==> src/hdl/pmbpcm_consts.svh <==
// Named constants of the paged command map: command codes, reset values and field positions.
// Assumes it is included by its bare name from the package, which the design modules import.
`ifndef PMBPCM_CONSTS_SVH
`define PMBPCM_CONSTS_SVH

`define PMBPCM_CMD_PAGE          8'h00
`define PMBPCM_CMD_WRITE_PROT    8'h10
`define PMBPCM_CMD_ALT_CMD       8'hC8
`define PMBPCM_CMD_ALT_DATA0     8'hC9
`define PMBPCM_CMD_ALT_DATA1     8'hCA
`define PMBPCM_CMD_PAGE_MASK     8'hE4
`define PMBPCM_CMD_ADDR_BASE     8'hE6
`define PMBPCM_CMD_LOG_CLEAR     8'hEC
`define PMBPCM_CMD_LOG_STATE     8'hED
`define PMBPCM_CMD_LOG_STREAM    8'hEE
`define PMBPCM_CMD_SHARED_STAT   8'hEF
`define PMBPCM_CMD_GAIN_TC       8'hF6
`define PMBPCM_CMD_RETRY         8'hF7
`define PMBPCM_CMD_TEMP_GAIN     8'hF8
`define PMBPCM_CMD_TEMP_OFFSET   8'hF9
`define PMBPCM_CMD_SENSE_V       8'hFA
`define PMBPCM_CMD_VOUT_LOW      8'hFB
`define PMBPCM_CMD_VIN_LOW       8'hFC
`define PMBPCM_CMD_TEMP_LOW      8'hFD

`define PMBPCM_PAGE_CH0          8'h00
`define PMBPCM_PAGE_CH1          8'h01
`define PMBPCM_PAGE_GLOBAL       8'hFF

`define PMBPCM_RST_PAGE          8'h00
`define PMBPCM_RST_WRITE_PROT    8'h00
`define PMBPCM_RST_PAGE_MASK     2'h3
`define PMBPCM_RST_ADDR_BASE     7'h5C
`define PMBPCM_RST_GAIN_TC       16'h0000
`define PMBPCM_RST_RETRY         8'h07
`define PMBPCM_RST_TEMP_GAIN     16'h4000
`define PMBPCM_RST_TEMP_OFFSET   16'h8000
`define PMBPCM_RST_WORD          16'h0000

`define PMBPCM_UNDEF_WORD        16'hFFFF
`define PMBPCM_LOG_DEPTH         256
`define PMBPCM_LOG_AW            8
`define PMBPCM_L11_EXP_MSB       15
`define PMBPCM_L11_EXP_LSB       11
`define PMBPCM_L11_MAN_MSB       10
`define PMBPCM_L11_BIAS          6'h10

`endif

==> src/hdl/pmbpcm_pkg.sv <==
// Types shared by the paged command map modules.
// Assumes the constants header sits beside it.
`include "pmbpcm_consts.svh"

package pmbpcm_pkg;

	// Kind of transaction handed over by the serial layer.
	typedef enum logic [1:0]
	{
		PMBPCM_KIND_WRITE,
		PMBPCM_KIND_READ,
		PMBPCM_KIND_SEND
	} pmbpcm_kind_type;

	// One 16-bit word per channel.
	typedef logic [1:0][15:0] pmbpcm_chan_word_type;

endpackage

==> src/hdl/pmbpcm_cmd_map.sv <==
// Paged command map of a two-channel power manager, fed by a decoded serial command stream.
// Assumes the serial layer hands over one command per strobe and handles addressing and block framing.
// Notes on behaviour
// - Byte page selector at 0x00, unpaged, reset 0x00, steers paged commands.
// - Page 0xFF writes the masked-in channels, only fault clear, operation, on/off config.
// - Paged read with page 0xFF gives undefined data and a fault.
// - Paged write without global support under page 0xFF dropped with a fault.
// - Write protection level byte at 0x10, unpaged, default 0x00.
// - Bus address base byte at 0xE6, unpaged, default 0x5C.
// - Global page channel mask byte at 0xE4, unpaged, default 0x03.
// - Alternate host command word at 0xC8, unpaged, read and write.
// - Alternate host data words at 0xC9 and 0xCA, one per extra host.
// - Send byte 0xEC reinitialises the fault log area and drops its lock.
// - Block reads at 0xEE stream fault log bytes in order.
// - Read-only shared status byte at 0xEF.
// - Paged current gain tempco word at 0xF6, default 0x0000.
// - Unpaged retry limit byte at 0xF7, default 0x07.
// - Paged diode factor word at 0xF8, weight two to minus fourteen, default 0x4000.
// - Paged linear11 temperature offset word at 0xF9, default 0x8000.
// - Paged read-only current sense voltage magnitude at 0xFA.
// - Read-only minimum marks for output voltage, input voltage, temperature.
// - Linear11 holds a signed 5-bit exponent and signed 11-bit mantissa.
// - Linear16 is an unsigned mantissa with a fixed exponent.
// - Page 0x00 is channel zero, 0x01 channel one, 0xFF global, others reserved.
// - Mask bit 0 and bit 1 let each channel answer global accesses.
`timescale 1ns/100ps
`default_nettype none

module pmbpcm_cmd_map
	import pmbpcm_pkg::*;
#(
	parameter logic [7:0] OPERATION_CODE    = 8'h01,
	parameter logic [7:0] ON_OFF_CFG_CODE   = 8'h02,
	parameter logic [7:0] CLEAR_FAULTS_CODE = 8'h03
)
(
	input  wire logic                       clk,
	input  wire logic                       rstn,
	input  wire logic                       cmd_valid,
	input  wire pmbpcm_kind_type            cmd_kind,
	input  wire logic [7:0]                 cmd_code,
	input  wire logic [15:0]                cmd_data,
	output var  logic                       rsp_valid_q,
	output var  logic [15:0]                rsp_data_q,
	output var  logic                       rsp_hit_q,
	output var  logic                       cml_fault_q,
	output var  logic [1:0]                 chan_wr_q,
	output var  logic [7:0]                 chan_wr_code_q,
	output var  logic [15:0]                chan_wr_data_q,
	output var  logic                       fault_log_clear_q,
	input  wire logic                       fault_log_lock_set,
	input  wire logic                       log_wr_en,
	input  wire logic [`PMBPCM_LOG_AW-1:0]  log_wr_addr,
	input  wire logic [7:0]                 log_wr_data,
	input  wire logic [7:0]                 shared_status_in,
	input  wire pmbpcm_chan_word_type       sense_voltage_in,
	input  wire logic [1:0]                 vout_sample_valid,
	input  wire pmbpcm_chan_word_type       vout_sample,
	input  wire logic                       vin_sample_valid,
	input  wire logic [15:0]                vin_sample,
	input  wire logic [1:0]                 temp_sample_valid,
	input  wire pmbpcm_chan_word_type       temp_sample,
	output var  logic [7:0]                 page_select_q,
	output var  logic [7:0]                 write_protect_level_q,
	output var  logic [1:0]                 global_page_channel_mask_q,
	output var  logic [6:0]                 bus_address_base_q,
	output var  logic [7:0]                 retry_limit_q,
	output var  logic [15:0]                alt_host_command_word_q,
	output var  logic [15:0]                alt_host0_data_word_q,
	output var  logic [15:0]                alt_host1_data_word_q,
	output var  pmbpcm_chan_word_type       current_gain_tempco_q,
	output var  pmbpcm_chan_word_type       ext_temp_gain_q,
	output var  pmbpcm_chan_word_type       ext_temp_offset_q
);

	// Commands held per channel inside this block or taken per channel from the core.
	function automatic logic is_paged(input logic [7:0] code);
		return code == `PMBPCM_CMD_GAIN_TC || code == `PMBPCM_CMD_TEMP_GAIN
			|| code == `PMBPCM_CMD_TEMP_OFFSET || code == `PMBPCM_CMD_SENSE_V
			|| code == `PMBPCM_CMD_VOUT_LOW || code == `PMBPCM_CMD_TEMP_LOW;
	endfunction

	// The only commands that accept the global page.
	function automatic logic is_global(input logic [7:0] code);
		return code == CLEAR_FAULTS_CODE || code == OPERATION_CODE || code == ON_OFF_CFG_CODE;
	endfunction

	logic                       wr_req;
	logic                       rd_req;
	logic                       send_req;
	logic                       page_global;
	logic                       page_chan;
	logic                       ch_sel;
	logic                       paged_wr_ok;
	logic                       log_locked_q;
	logic [`PMBPCM_LOG_AW-1:0]  log_ptr_q;
	logic [7:0]                 log_rd_data_q;
	logic                       log_rd;
	logic [15:0]                rd_word;
	logic                       rd_hit;
	logic                       fault_d;
	logic                       st1_valid_q;
	logic                       st1_hit_q;
	logic                       st1_log_q;
	logic [15:0]                st1_word_q;
	pmbpcm_chan_word_type       vout_low;
	pmbpcm_chan_word_type       temp_low;
	logic [15:0]                vin_low;

	// Request qualifiers and page decode.
	assign wr_req      = cmd_valid && cmd_kind == PMBPCM_KIND_WRITE;
	assign rd_req      = cmd_valid && cmd_kind == PMBPCM_KIND_READ;
	assign send_req    = cmd_valid && cmd_kind == PMBPCM_KIND_SEND;
	assign page_global = page_select_q == `PMBPCM_PAGE_GLOBAL;
	assign page_chan   = page_select_q == `PMBPCM_PAGE_CH0 || page_select_q == `PMBPCM_PAGE_CH1;
	assign ch_sel      = page_select_q == `PMBPCM_PAGE_CH1;
	assign paged_wr_ok = wr_req && page_chan;

	// Page selector; it is never paged itself.
	always_ff @(posedge clk or negedge rstn)
	begin
		if (!rstn)
			page_select_q <= `PMBPCM_RST_PAGE;
		else if (wr_req && cmd_code == `PMBPCM_CMD_PAGE)
			page_select_q <= cmd_data[7:0];
	end

	// Unpaged configuration bytes.
	always_ff @(posedge clk or negedge rstn)
	begin
		if (!rstn)
		begin
			write_protect_level_q      <= `PMBPCM_RST_WRITE_PROT;
			global_page_channel_mask_q <= `PMBPCM_RST_PAGE_MASK;
			bus_address_base_q         <= `PMBPCM_RST_ADDR_BASE;
			retry_limit_q              <= `PMBPCM_RST_RETRY;
		end
		else if (wr_req)
		begin
			if (cmd_code == `PMBPCM_CMD_WRITE_PROT)
				write_protect_level_q <= cmd_data[7:0];
			else if (cmd_code == `PMBPCM_CMD_PAGE_MASK)
				global_page_channel_mask_q <= cmd_data[1:0];
			else if (cmd_code == `PMBPCM_CMD_ADDR_BASE)
				bus_address_base_q <= cmd_data[6:0];
			else if (cmd_code == `PMBPCM_CMD_RETRY)
				retry_limit_q <= cmd_data[7:0];
		end
	end

	// Alternate host command and data words, shared by all pages.
	always_ff @(posedge clk or negedge rstn)
	begin
		if (!rstn)
		begin
			alt_host_command_word_q <= `PMBPCM_RST_WORD;
			alt_host0_data_word_q   <= `PMBPCM_RST_WORD;
			alt_host1_data_word_q   <= `PMBPCM_RST_WORD;
		end
		else if (wr_req)
		begin
			if (cmd_code == `PMBPCM_CMD_ALT_CMD)
				alt_host_command_word_q <= cmd_data;
			else if (cmd_code == `PMBPCM_CMD_ALT_DATA0)
				alt_host0_data_word_q <= cmd_data;
			else if (cmd_code == `PMBPCM_CMD_ALT_DATA1)
				alt_host1_data_word_q <= cmd_data;
		end
	end

	// Per-channel calibration words; only a real channel page reaches them.
	for (genvar ch = 0; ch < 2; ch++)
	begin : g_chan
		logic hit_ch;

		assign hit_ch = paged_wr_ok && ch_sel == ch[0];

		always_ff @(posedge clk or negedge rstn)
		begin
			if (!rstn)
			begin
				current_gain_tempco_q[ch] <= `PMBPCM_RST_GAIN_TC;
				ext_temp_gain_q[ch]       <= `PMBPCM_RST_TEMP_GAIN;
				ext_temp_offset_q[ch]     <= `PMBPCM_RST_TEMP_OFFSET;
			end
			else if (hit_ch)
			begin
				if (cmd_code == `PMBPCM_CMD_GAIN_TC)
					current_gain_tempco_q[ch] <= cmd_data;
				else if (cmd_code == `PMBPCM_CMD_TEMP_GAIN)
					ext_temp_gain_q[ch] <= cmd_data;
				else if (cmd_code == `PMBPCM_CMD_TEMP_OFFSET)
					ext_temp_offset_q[ch] <= cmd_data;
			end
		end

		// Minimum marks of output voltage (unsigned linear16) and temperature (linear11).
		pmbpcm_low_mark #(.IS_L11(1'b0)) u_vout_low
		(
			.clk          (clk),
			.rstn         (rstn),
			.sample_valid (vout_sample_valid[ch]),
			.sample       (vout_sample[ch]),
			.mark_q       (vout_low[ch])
		);

		pmbpcm_low_mark #(.IS_L11(1'b1)) u_temp_low
		(
			.clk          (clk),
			.rstn         (rstn),
			.sample_valid (temp_sample_valid[ch]),
			.sample       (temp_sample[ch]),
			.mark_q       (temp_low[ch])
		);
	end

	// Input voltage minimum is shared by both pages.
	pmbpcm_low_mark #(.IS_L11(1'b1)) u_vin_low
	(
		.clk          (clk),
		.rstn         (rstn),
		.sample_valid (vin_sample_valid),
		.sample       (vin_sample),
		.mark_q       (vin_low)
	);

	// Global-capable commands go to the selected channel, or to masked-in channels on page 0xFF.
	always_ff @(posedge clk or negedge rstn)
	begin
		if (!rstn)
		begin
			chan_wr_q      <= 2'b00;
			chan_wr_code_q <= `PMBPCM_CMD_PAGE;
			chan_wr_data_q <= `PMBPCM_RST_WORD;
		end
		else
		begin
			chan_wr_q <= 2'b00;
			if ((wr_req || send_req) && is_global(cmd_code))
			begin
				chan_wr_code_q <= cmd_code;
				chan_wr_data_q <= cmd_data;
				if (page_global)
					chan_wr_q <= global_page_channel_mask_q;
				else if (page_chan)
					chan_wr_q <= ch_sel ? 2'b10 : 2'b01;
			end
		end
	end

	// Fault log lock and clear; a lock arriving with the clear still wins.
	always_ff @(posedge clk or negedge rstn)
	begin
		if (!rstn)
		begin
			log_locked_q      <= 1'b0;
			fault_log_clear_q <= 1'b0;
		end
		else
		begin
			fault_log_clear_q <= send_req && cmd_code == `PMBPCM_CMD_LOG_CLEAR;
			if (fault_log_lock_set)
				log_locked_q <= 1'b1;
			else if (send_req && cmd_code == `PMBPCM_CMD_LOG_CLEAR)
				log_locked_q <= 1'b0;
		end
	end

	// Read pointer of the log stream; each read takes the next byte, the clear rewinds it.
	assign log_rd = rd_req && cmd_code == `PMBPCM_CMD_LOG_STREAM;

	always_ff @(posedge clk or negedge rstn)
	begin
		if (!rstn)
			log_ptr_q <= '0;
		else if (send_req && cmd_code == `PMBPCM_CMD_LOG_CLEAR)
			log_ptr_q <= '0;
		else if (log_rd)
			log_ptr_q <= log_ptr_q + 1'b1;
	end

	pmbpcm_log_ram u_log_ram
	(
		.clk       (clk),
		.wr_en     (log_wr_en),
		.wr_addr   (log_wr_addr),
		.wr_data   (log_wr_data),
		.rd_en     (log_rd),
		.rd_addr   (log_ptr_q),
		.rd_data_q (log_rd_data_q)
	);

	// Read decode; paged codes take the selected channel's value, page 0xFF gives undefined data.
	always_comb
	begin
		rd_word = `PMBPCM_RST_WORD;
		rd_hit  = 1'b1;
		if (is_paged(cmd_code) && !page_chan)
			rd_word = `PMBPCM_UNDEF_WORD;
		else if (cmd_code == `PMBPCM_CMD_PAGE)
			rd_word = {8'h00, page_select_q};
		else if (cmd_code == `PMBPCM_CMD_WRITE_PROT)
			rd_word = {8'h00, write_protect_level_q};
		else if (cmd_code == `PMBPCM_CMD_ALT_CMD)
			rd_word = alt_host_command_word_q;
		else if (cmd_code == `PMBPCM_CMD_ALT_DATA0)
			rd_word = alt_host0_data_word_q;
		else if (cmd_code == `PMBPCM_CMD_ALT_DATA1)
			rd_word = alt_host1_data_word_q;
		else if (cmd_code == `PMBPCM_CMD_PAGE_MASK)
			rd_word = {14'h0000, global_page_channel_mask_q};
		else if (cmd_code == `PMBPCM_CMD_ADDR_BASE)
			rd_word = {9'h000, bus_address_base_q};
		else if (cmd_code == `PMBPCM_CMD_LOG_STATE)
			rd_word = {15'h0000, log_locked_q};
		else if (cmd_code == `PMBPCM_CMD_LOG_STREAM)
			rd_word = `PMBPCM_RST_WORD;
		else if (cmd_code == `PMBPCM_CMD_SHARED_STAT)
			rd_word = {8'h00, shared_status_in};
		else if (cmd_code == `PMBPCM_CMD_GAIN_TC)
			rd_word = current_gain_tempco_q[ch_sel];
		else if (cmd_code == `PMBPCM_CMD_RETRY)
			rd_word = {8'h00, retry_limit_q};
		else if (cmd_code == `PMBPCM_CMD_TEMP_GAIN)
			rd_word = ext_temp_gain_q[ch_sel];
		else if (cmd_code == `PMBPCM_CMD_TEMP_OFFSET)
			rd_word = ext_temp_offset_q[ch_sel];
		else if (cmd_code == `PMBPCM_CMD_SENSE_V)
			rd_word = sense_voltage_in[ch_sel];
		else if (cmd_code == `PMBPCM_CMD_VOUT_LOW)
			rd_word = vout_low[ch_sel];
		else if (cmd_code == `PMBPCM_CMD_VIN_LOW)
			rd_word = vin_low;
		else if (cmd_code == `PMBPCM_CMD_TEMP_LOW)
			rd_word = temp_low[ch_sel];
		else
			rd_hit = 1'b0;
	end

	// A paged access on page 0xFF or a reserved page is refused and flagged.
	always_comb
	begin
		fault_d = 1'b0;
		if (!page_chan && is_paged(cmd_code) && (rd_req || wr_req))
			fault_d = 1'b1;
	end

	// First answer stage, aligned with the log memory read.
	always_ff @(posedge clk or negedge rstn)
	begin
		if (!rstn)
		begin
			st1_valid_q <= 1'b0;
			st1_hit_q   <= 1'b0;
			st1_log_q   <= 1'b0;
			st1_word_q  <= `PMBPCM_RST_WORD;
			cml_fault_q <= 1'b0;
		end
		else
		begin
			st1_valid_q <= rd_req;
			st1_hit_q   <= rd_hit;
			st1_log_q   <= log_rd;
			st1_word_q  <= rd_word;
			cml_fault_q <= fault_d;
		end
	end

	// Second answer stage drives the registered read answer.
	always_ff @(posedge clk or negedge rstn)
	begin
		if (!rstn)
		begin
			rsp_valid_q <= 1'b0;
			rsp_hit_q   <= 1'b0;
			rsp_data_q  <= `PMBPCM_RST_WORD;
		end
		else
		begin
			rsp_valid_q <= st1_valid_q;
			rsp_hit_q   <= st1_valid_q && st1_hit_q;
			if (st1_valid_q)
				rsp_data_q <= st1_log_q ? {8'h00, log_rd_data_q} : st1_word_q;
		end
	end

endmodule

`default_nettype wire

==> src/hdl/pmbpcm_log_ram.sv <==
// Fault log byte store with one write port and one registered read port.
// Assumes one clock; the read data appear on the edge after the read enable.
`timescale 1ns/100ps
`default_nettype none

module pmbpcm_log_ram
	import pmbpcm_pkg::*;
(
	input  wire logic                       clk,
	input  wire logic                       wr_en,
	input  wire logic [`PMBPCM_LOG_AW-1:0]  wr_addr,
	input  wire logic [7:0]                 wr_data,
	input  wire logic                       rd_en,
	input  wire logic [`PMBPCM_LOG_AW-1:0]  rd_addr,
	output var  logic [7:0]                 rd_data_q
);

	logic [7:0] mem [`PMBPCM_LOG_DEPTH];

	// Storage array; no reset so it maps onto a memory macro.
	always_ff @(posedge clk)
	begin
		if (wr_en)
			mem[wr_addr] <= wr_data;
	end

	// Registered read port.
	always_ff @(posedge clk)
	begin
		if (rd_en)
			rd_data_q <= mem[rd_addr];
	end

endmodule

`default_nettype wire

==> src/hdl/pmbpcm_low_mark.sv <==
// Minimum tracker for one telemetry channel in linear11 or unsigned linear16 form.
// Assumes samples arrive as one-cycle strobes from the measurement core.
`timescale 1ns/100ps
`default_nettype none

module pmbpcm_low_mark
	import pmbpcm_pkg::*;
#(
	parameter bit IS_L11 = 1'b1
)
(
	input  wire logic        clk,
	input  wire logic        rstn,
	input  wire logic        sample_valid,
	input  wire logic [15:0] sample,
	output var  logic [15:0] mark_q
);

	logic seen_q;

	// Maps a word to a signed key that orders by real value; linear11 is mantissa times two to the exponent.
	function automatic logic signed [47:0] value_key(input logic [15:0] w);
		logic signed [47:0] man;
		logic        [5:0]  shamt;
		man   = 48'sh0;
		shamt = 6'h00;
		if (IS_L11)
		begin
			man   = 48'(signed'(w[`PMBPCM_L11_MAN_MSB:0]));
			shamt = 6'(signed'(w[`PMBPCM_L11_EXP_MSB:`PMBPCM_L11_EXP_LSB])) + `PMBPCM_L11_BIAS;
			return man <<< shamt;
		end
		return signed'({32'h0000_0000, w});
	endfunction

	// The first sample after reset seeds the mark; later ones only lower it.
	always_ff @(posedge clk or negedge rstn)
	begin
		if (!rstn)
		begin
			seen_q <= 1'b0;
			mark_q <= `PMBPCM_RST_WORD;
		end
		else if (sample_valid && (!seen_q || value_key(sample) < value_key(mark_q)))
		begin
			seen_q <= 1'b1;
			mark_q <= sample;
		end
	end

endmodule

`default_nettype wire

==> config.mk <==
export PLATFORM = sky130hd
export DESIGN_NAME = pmbpcm_cmd_map
export DESIGN_NICKNAME = d
export VERILOG_FILES = /design/src/hdl/pmbpcm_pkg.sv /design/src/hdl/pmbpcm_cmd_map.sv /design/src/hdl/pmbpcm_log_ram.sv /design/src/hdl/pmbpcm_low_mark.sv
export VERILOG_INCLUDE_DIRS = /design/src /design/src/hdl
export SDC_FILE = /design/constraint.sdc
export NUM_CORES = 2
export LEC_CHECK = 0
export BUFFER_PORTS_ARGS = -buffer_cell sky130_fd_sc_hd__buf_2
export CORE_ASPECT_RATIO = 0.8
export CORE_UTILIZATION = 45
export DETAILED_ROUTE_END_ITERATION = 10
export PLACE_DENSITY_LB_ADDON = 0.12
export SETUP_SLACK_MARGIN = 0.3
export SYNTH_ARGS = -nofsm -noshare
export SYNTH_HDL_FRONTEND = slang
export SYNTH_SLANG_ARGS = --single-unit
==> constraint.sdc <==
create_clock -name clk -period 12.9 [get_ports clk]
set_input_delay 1.935 -clock clk [delete_from_list [all_inputs] [get_ports clk]]
set_output_delay 1.935 -clock clk [all_outputs]
set_load 0.1 [all_outputs]
[After elaboration in Yosys (flattened, before gate mapping)]
Memories as Yosys holds them, arrays and structs flattened. A register that Yosys moved wholly into a read port is not among the register bits.
Index checks and enable logic that the tools add are counted.
Operators by class
  equality and inequality tests: 25
  magnitude comparators: 6
  div/mod/pow operators: 0
  multiply operators: 0
  reductions and logical operators: 57
  bitwise operators: 8
  muxes and demuxes: 62
  add/sub/neg operators: 7
  shift operators: 6
Operator list (number)
  $mux W16: 32
  $sshl A11 B6 Y48: 6
  $eq A8 B8 Y1 const B: 18
  $lt A48 B48 Y1: 3
  $add A6 B5 Y6 const B: 6
  $lt A16 B16 Y1: 2
  $mux W1: 24
  $logic_and A1 B1 Y1: 18
  $eq A8 B1 Y1 const B: 2
  $eq A8 B2 Y1 const B: 2
  $logic_not A8 Y1: 2
  $mux W8: 2
  $reduce_and A4 Y1: 4
  $logic_or A1 B1 Y1: 15
  $reduce_and A3 Y1: 4
  $add A8 B1 Y8 const B: 1
  $eq A8 B5 Y1 const B: 1
  $mux W2: 4
  $not A1 Y1: 8
  $reduce_and A2 Y1: 4
  $logic_not A1 Y1: 6
  $reduce_and A5 Y1: 1
  $reduce_bool A2 Y1: 2
  $eq A2 B1 Y1 const B: 1
  other kinds (3): 3
Storage, ports and cells
  ROM bits: 0
  bits in latches: 0
  bits in registers: 336
  memory bits (writable): 2048
  word-level logic and storage cells: 210
  memories kept: 1
Memory list
  u_log_ram.mem: words 256, bits a word 8, rd ports 1, clocked after memory_dff 1, write ports 1, RTL line pmbpcm_log_ram.sv:18  | logic [7:0] mem [`PMBPCM_LOG_DEPTH];

[Logic depth before layout (Yosys ltp)]
  depth after elaboration: 22
  mapped depth: 20
  gate-level depth less buffers: 17

[Hierarchy]
Synthesis repeated with hierarchy kept, for this count alone.
Second synthesis, totals
  cell total of the unflattened synthesis: 6365
  area, all modules: 104460.2 sq um
Modules (own cells, without submodules)
  pmbpcm_log_ram: times used 1, seq. area each 61739.2 sq um, area each 79636.4 sq um, cells each 3733
  pmbpcm_cmd_map: times used 1, seq. area each 6297.3 sq um, area each 12477.0 sq um, cells each 1097
  pmbpcm_low_mark (g_chan[0].u_temp_low ...): times used 3, seq. area each 425.4 sq um, area each 3398.3 sq um, cells each 451
  pmbpcm_low_mark (g_chan[0].u_vout_low ...): times used 2, seq. area each 425.4 sq um, area each 1076.0 sq um, cells each 91

[Least setup slack after synthesis]
Ideal clock, no wire load.
  path type: input port to flip-flop
  from: input port temp_sample[28] (netlist bit)
  to: register g_chan[1].u_temp_low.mark_q[10]
  required time: 12775 ps
  path slack: 7203 ps
  setup time: 125 ps
  cell stages on the path: 14
  arrival time: 5572 ps
  cell sequence: clkbuf_1 clkbuf_1 mux4_2 mux2_2 mux2i_1 a21oi_1 ha_1 nand4_1 or4_1 nor2_1 a211oi_1 a22oi_1 buf_2 mux2_2
Between the ends
  longest elaborated chain between the ends: 5
RTL lines
  start: declaration: RTL line pmbpcm_cmd_map.sv:62  | input wire pmbpcm_chan_word_type temp_sample,
  $add A6 B5 Y6 (no line)
  $sshl A11 B6 Y48: RTL line pmbpcm_low_mark.sv:31  | return man <<< shamt;
  $lt A48 B48 Y1: RTL line pmbpcm_low_mark.sv:44  | else if (sample_valid && (!seen_q || value_key(sample) < value_key(mark_q)))
  $logic_or A1 B1 Y1: RTL line pmbpcm_low_mark.sv:44
  $logic_and A1 B1 Y1: RTL line pmbpcm_low_mark.sv:44
  end signal: assignment: RTL line pmbpcm_low_mark.sv:42  | mark_q <= `PMBPCM_RST_WORD;
  end signal: assignment: RTL line pmbpcm_low_mark.sv:47  | mark_q <= sample;
  end: declaration: RTL line pmbpcm_low_mark.sv:16  | output var logic [15:0] mark_q
Every way passes these cells.
A chain may end at the register's enable or synchronous reset.

[Worst setup path in the final report]
  from: input port vin_sample[12]
  to: register u_vin_low.mark_q[14]
Between the ends
  longest elaborated chain between the ends: 5
RTL lines
  start: declaration: RTL line pmbpcm_cmd_map.sv:60  | input wire logic [15:0] vin_sample,
  $add A6 B5 Y6 (no line)
  $sshl A11 B6 Y48: RTL line pmbpcm_low_mark.sv:31
  $lt A48 B48 Y1: RTL line pmbpcm_low_mark.sv:44
  $logic_or A1 B1 Y1: RTL line pmbpcm_low_mark.sv:44
  $logic_and A1 B1 Y1: RTL line pmbpcm_low_mark.sv:44
  end signal: assignment: RTL line pmbpcm_low_mark.sv:42
  end signal: assignment: RTL line pmbpcm_low_mark.sv:47
  end: declaration: RTL line pmbpcm_low_mark.sv:16
Every way passes these cells.

==> impl_results.md <==
- Final wirelength: 292000 um
- CTS tree: done
- Worst-path clk slew: 60 ps
- HPWL Detailed: 189000 um
- Status: finished clean
- Worst setup path endpoint: u_vin_low.mark_q[14]
- Ys async rst share: 14.0%
- Required @ worst endpoint: 13630 ps
- Fillers: 18600
- Starting density of the core: 45.5%
- Final Slew Violations: 0
- Via count: 58000
- Clk_lat worst skew: 890 ps
- Fin area: 116000 um^2
- Distinct cells, synth: 78
- Pwr/cell area: 160 nW/um^2
- CTS Buf Count: 238
- Crit Path Max Fanout: 19
- Synthesized cell area: 103000 um^2
- Max Clk Rate: 0.158 GHz
- CTS Sinks: 2392
- DR DRC count: 0
- First-pass GRT wire length: 417000 um
- Total power: 18.5 mW
- Num ports: 395
- Drt pass-1 iters: 7
- Avg WL per Cell: 30.6 um
- Average cell area after synthesis: 17.3 um^2
- Final worst slack: 6560 ps
- Final min period: 6340 ps
- Final Hold Vio Count: 0
- Crit path max-delay family: compound AO/OA/AOI/OAI gates
- Vias in the first global route: 56700
- Resized cells post-CTS: 0
- Main synth FF type: edfxtp_1
- Worst vdd ir: 0.118 mV
- Hold_buf cts: 0
- FF-to-FF setup slack: 6950 ps
- Critical path's most frequent cell: o21ai_0
- Postcts setup bufs: 0
- Initial DRC Count: 6327
- Worst setup path class: in -> reg
- Total gr overflow: 0
- Vias per cell: 6.09
- Placed Cells: 9087
- Tcrit/Tclk final: 49.1%
- IO buf count: 394
- Clk buf depth: 4
- Rows: 156
- Initial antenna violation count: 35
- Max_cap viols: 0
- Crit. Startpoint: vin_sample[12]
- Die area: 232000 um^2
- EDFF count, synth: 2056
- Layout Utilization: 51.0%
- FF-to-FF path depth: 16
- Slew headroom: 19.3%
- Critical Path Source Type: primary input
- Area growth syn-to-layout: 11.9%
- Cell count along the critical path: 16
- Slowest CP cell: a31oi_2
- H-tree depth: 4
- #FFs+latches synth: 2392
- Yosys warns: 0
- Minimum hold slack: 450 ps
- Setup TNS: 0 ps
- Crit path capture type: flop
- Worst flop-to-flop path endpoint: u_vin_low.mark_q[14]
- Hold Crit Class: reg -> reg
- Clock skew: 50.7 ps
- Largest net degree at the start of global routing: 154
- Crit path DAT: 7070 ps
- GR Util All Layers: 25.1%
- Finished Layout Cells: 9523
- GPL Wtd Cong: 0.920
- Post-synthesis net count: 6316
- Share of layout cells above drive strength 1: 27.5%
- Clk root buf: clkbuf_16
- Core box area: 227000 um^2
- DIE HEIGHT: 431 um
- Critical path buffer and inverter count: 1
- Fin nets: 6651
- Final ANT Viol Nets: 0
- CP cell instances: buf_2, mux2_2, o21ai_0, nor2_1, a21oi_1, a21o_1, o21ai_0, ha_1, a21oi_1, o21ai_0, a2111oi_0, nor2_1, nor4_1, o21ai_0, a31oi_2, mux2_2
- Worst slack, placed: 5830 ps
- Post-Place Cell Area: 108000 um^2
- Leakage power: 39.4 nW
- Reg2reg start: u_vin_low.mark_q[11]
- Worst-Margin Slew: 1200 ps
- # setup viols final: 0
- RSZ-0062 raised after global routing: false
- Register area share after synthesis: 67.9%
- Largest stage delay, worst path: 850 ps
- Cells after Synth: 5990
- Die W: 538 um
registers in the layout, indices dropped and copies added, names as in the netlist, 7 cells and up:
| name | count |
|---|---|
| alt_host0_data_word_q | 16 |
| alt_host1_data_word_q | 16 |
| alt_host_command_word_q | 16 |
| bus_address_base_q | 7 |
| chan_wr_code_q | 8 |
| chan_wr_data_q | 16 |
| current_gain_tempco_q | 32 |
| ext_temp_gain_q | 32 |
| ext_temp_offset_q | 32 |
| g_chan.u_temp_low.mark_q | 32 |
| g_chan.u_vout_low.mark_q | 32 |
| log_ptr_q | 8 |
| page_select_q | 8 |
| retry_limit_q | 8 |
| rsp_data_q | 16 |
| st1_word_q | 16 |
| u_log_ram.mem | 2048 |
| u_log_ram.rd_data_q | 8 |
| u_vin_low.mark_q | 16 |
| write_protect_level_q | 8 |
cell usage after synthesis, types with 15 or more instances:
library cell  count  area share [%]
a211oi_1         16            0.12
a21o_1           39            0.28
a21oi_1         191            0.92
a221oi_1         21            0.18
a22o_1           17            0.14
a22oi_1          67            0.49
a31oi_1          21            0.13
and2_1           15           0.091
and3_1           18            0.11
buf_1            48            0.17
buf_2            74            0.36
clkbuf_1        242            0.88
dfrtp_1         323             7.8
edfxtp_1       2056              60
ha_1            154             1.9
inv_1            72            0.26
mux2_2          291             3.2
mux2i_1         180             1.7
mux4_2          643              14
nand2_1         353             1.3
nand2b_1         21            0.13
nand3_1          65            0.31
nand4_1          34            0.21
nor2_1          452             1.6
nor2b_1          41            0.25
nor3_1           31            0.15
o211ai_1         17            0.12
o21ai_0         220             1.1
o221ai_1         16            0.14
o22ai_1          33            0.20
o31ai_1          20            0.15
logic make-up (layout without fill, tap and decap cells):
logic type      count (synthesis)  after routing  synth area share (%)
other cells                     0             15                     0
mux                          1122           1122                  19.0
flops                        2392           2392                  67.9
simple gates                 1107           1107                  4.74
xor+xnor                        6              6                0.0508
buf+inv                       457            973                  1.88
fa+ha+maj                     154            154                  1.86
compound gates                752            752                  4.53
report_power, final:
part           total [mW]  internal [mW]  switching [mW]
Sequential           8.87           8.56           0.311
Clock                6.67           3.73            2.94
Combinational        2.97           1.11            1.87
Total                18.5           13.4            5.12
worst register-to-register path, cell delays in order (launching register included):
cell and delay [ps]:
dfrtp_1 860, mux2i_1 360, nand2_1 80, o21ai_0 150
nor2_1 80, a21oi_1 290, a21oi_1 150, a21boi_0 500
ha_1 340, a21oi_1 150, o21ai_0 120, a2111oi_0 790
nor2_1 170, nor4_1 320, o21ai_0 190, a31oi_2 850
mux2_2 420
cell usage in the layout (no fill, tap or decap), types with 39 or more instances in the layout:
| master | count |
|---|---|
| inv_1 | 72 |
| mux2i_1 | 180 |
| ha_1 | 154 |
| a22oi_1 | 67 |
| clkinv_1 | 58 |
| a21o_1 | 39 |
| nor2b_1 | 39 |
| dfrtp_1 | 319 |
| clkbuf_1 | 55 |
| mux2_2 | 291 |
| mux4_2 | 643 |
| nand3_1 | 55 |
| buf_4 | 74 |
| o21ai_0 | 220 |
| nor2_1 | 449 |
| buf_2 | 385 |
| nand2_1 | 353 |
| clkbuf_16 | 241 |
| a21oi_1 | 191 |
| edfxtp_1 | 2056 |
per-layer routing:
layer / part of all wire (%) / up-vias / track usage, %
met1: 46 / 30700 / 39.7
li1: - / 24600 / -
met2: 44 / 2252 / 36.1
met3: 7.5 / 350 / 4.41
met5: 0.026 / - / 0
met4: 1.9 / 10 / 5.27
worst min path at each step:
stage,startpoint,end,slack (ps),cells after the start
after global placement,st1_hit_q,rsp_hit_q,440,1
after floorplan,st1_hit_q,rsp_hit_q,430,1
final,st1_hit_q,rsp_hit_q,450,1
after CTS,st1_hit_q,rsp_hit_q,450,1
after global routing,st1_hit_q,rsp_hit_q,480,1
after detailed placement,st1_hit_q,rsp_hit_q,440,1
cell type report:
| type | instances | area [um^2] | share of cell area, % |
|---|---|---|---|
| inverter | 78 | 293 | 0.253 |
| clock inverter | 118 | 1000 | 0.868 |
| sequential | 2392 | 70200 | 60.7 |
| tap | 3002 | 3760 | 3.25 |
| multi-input combinational | 3141 | 31400 | 27.1 |
| clock buffer | 303 | 6330 | 5.47 |
| antenna | 15 | 37.5 | 0.0324 |
| timing repair buffer | 474 | 2740 | 2.37 |
Note: power is estimated with default switching activity, not from simulation.
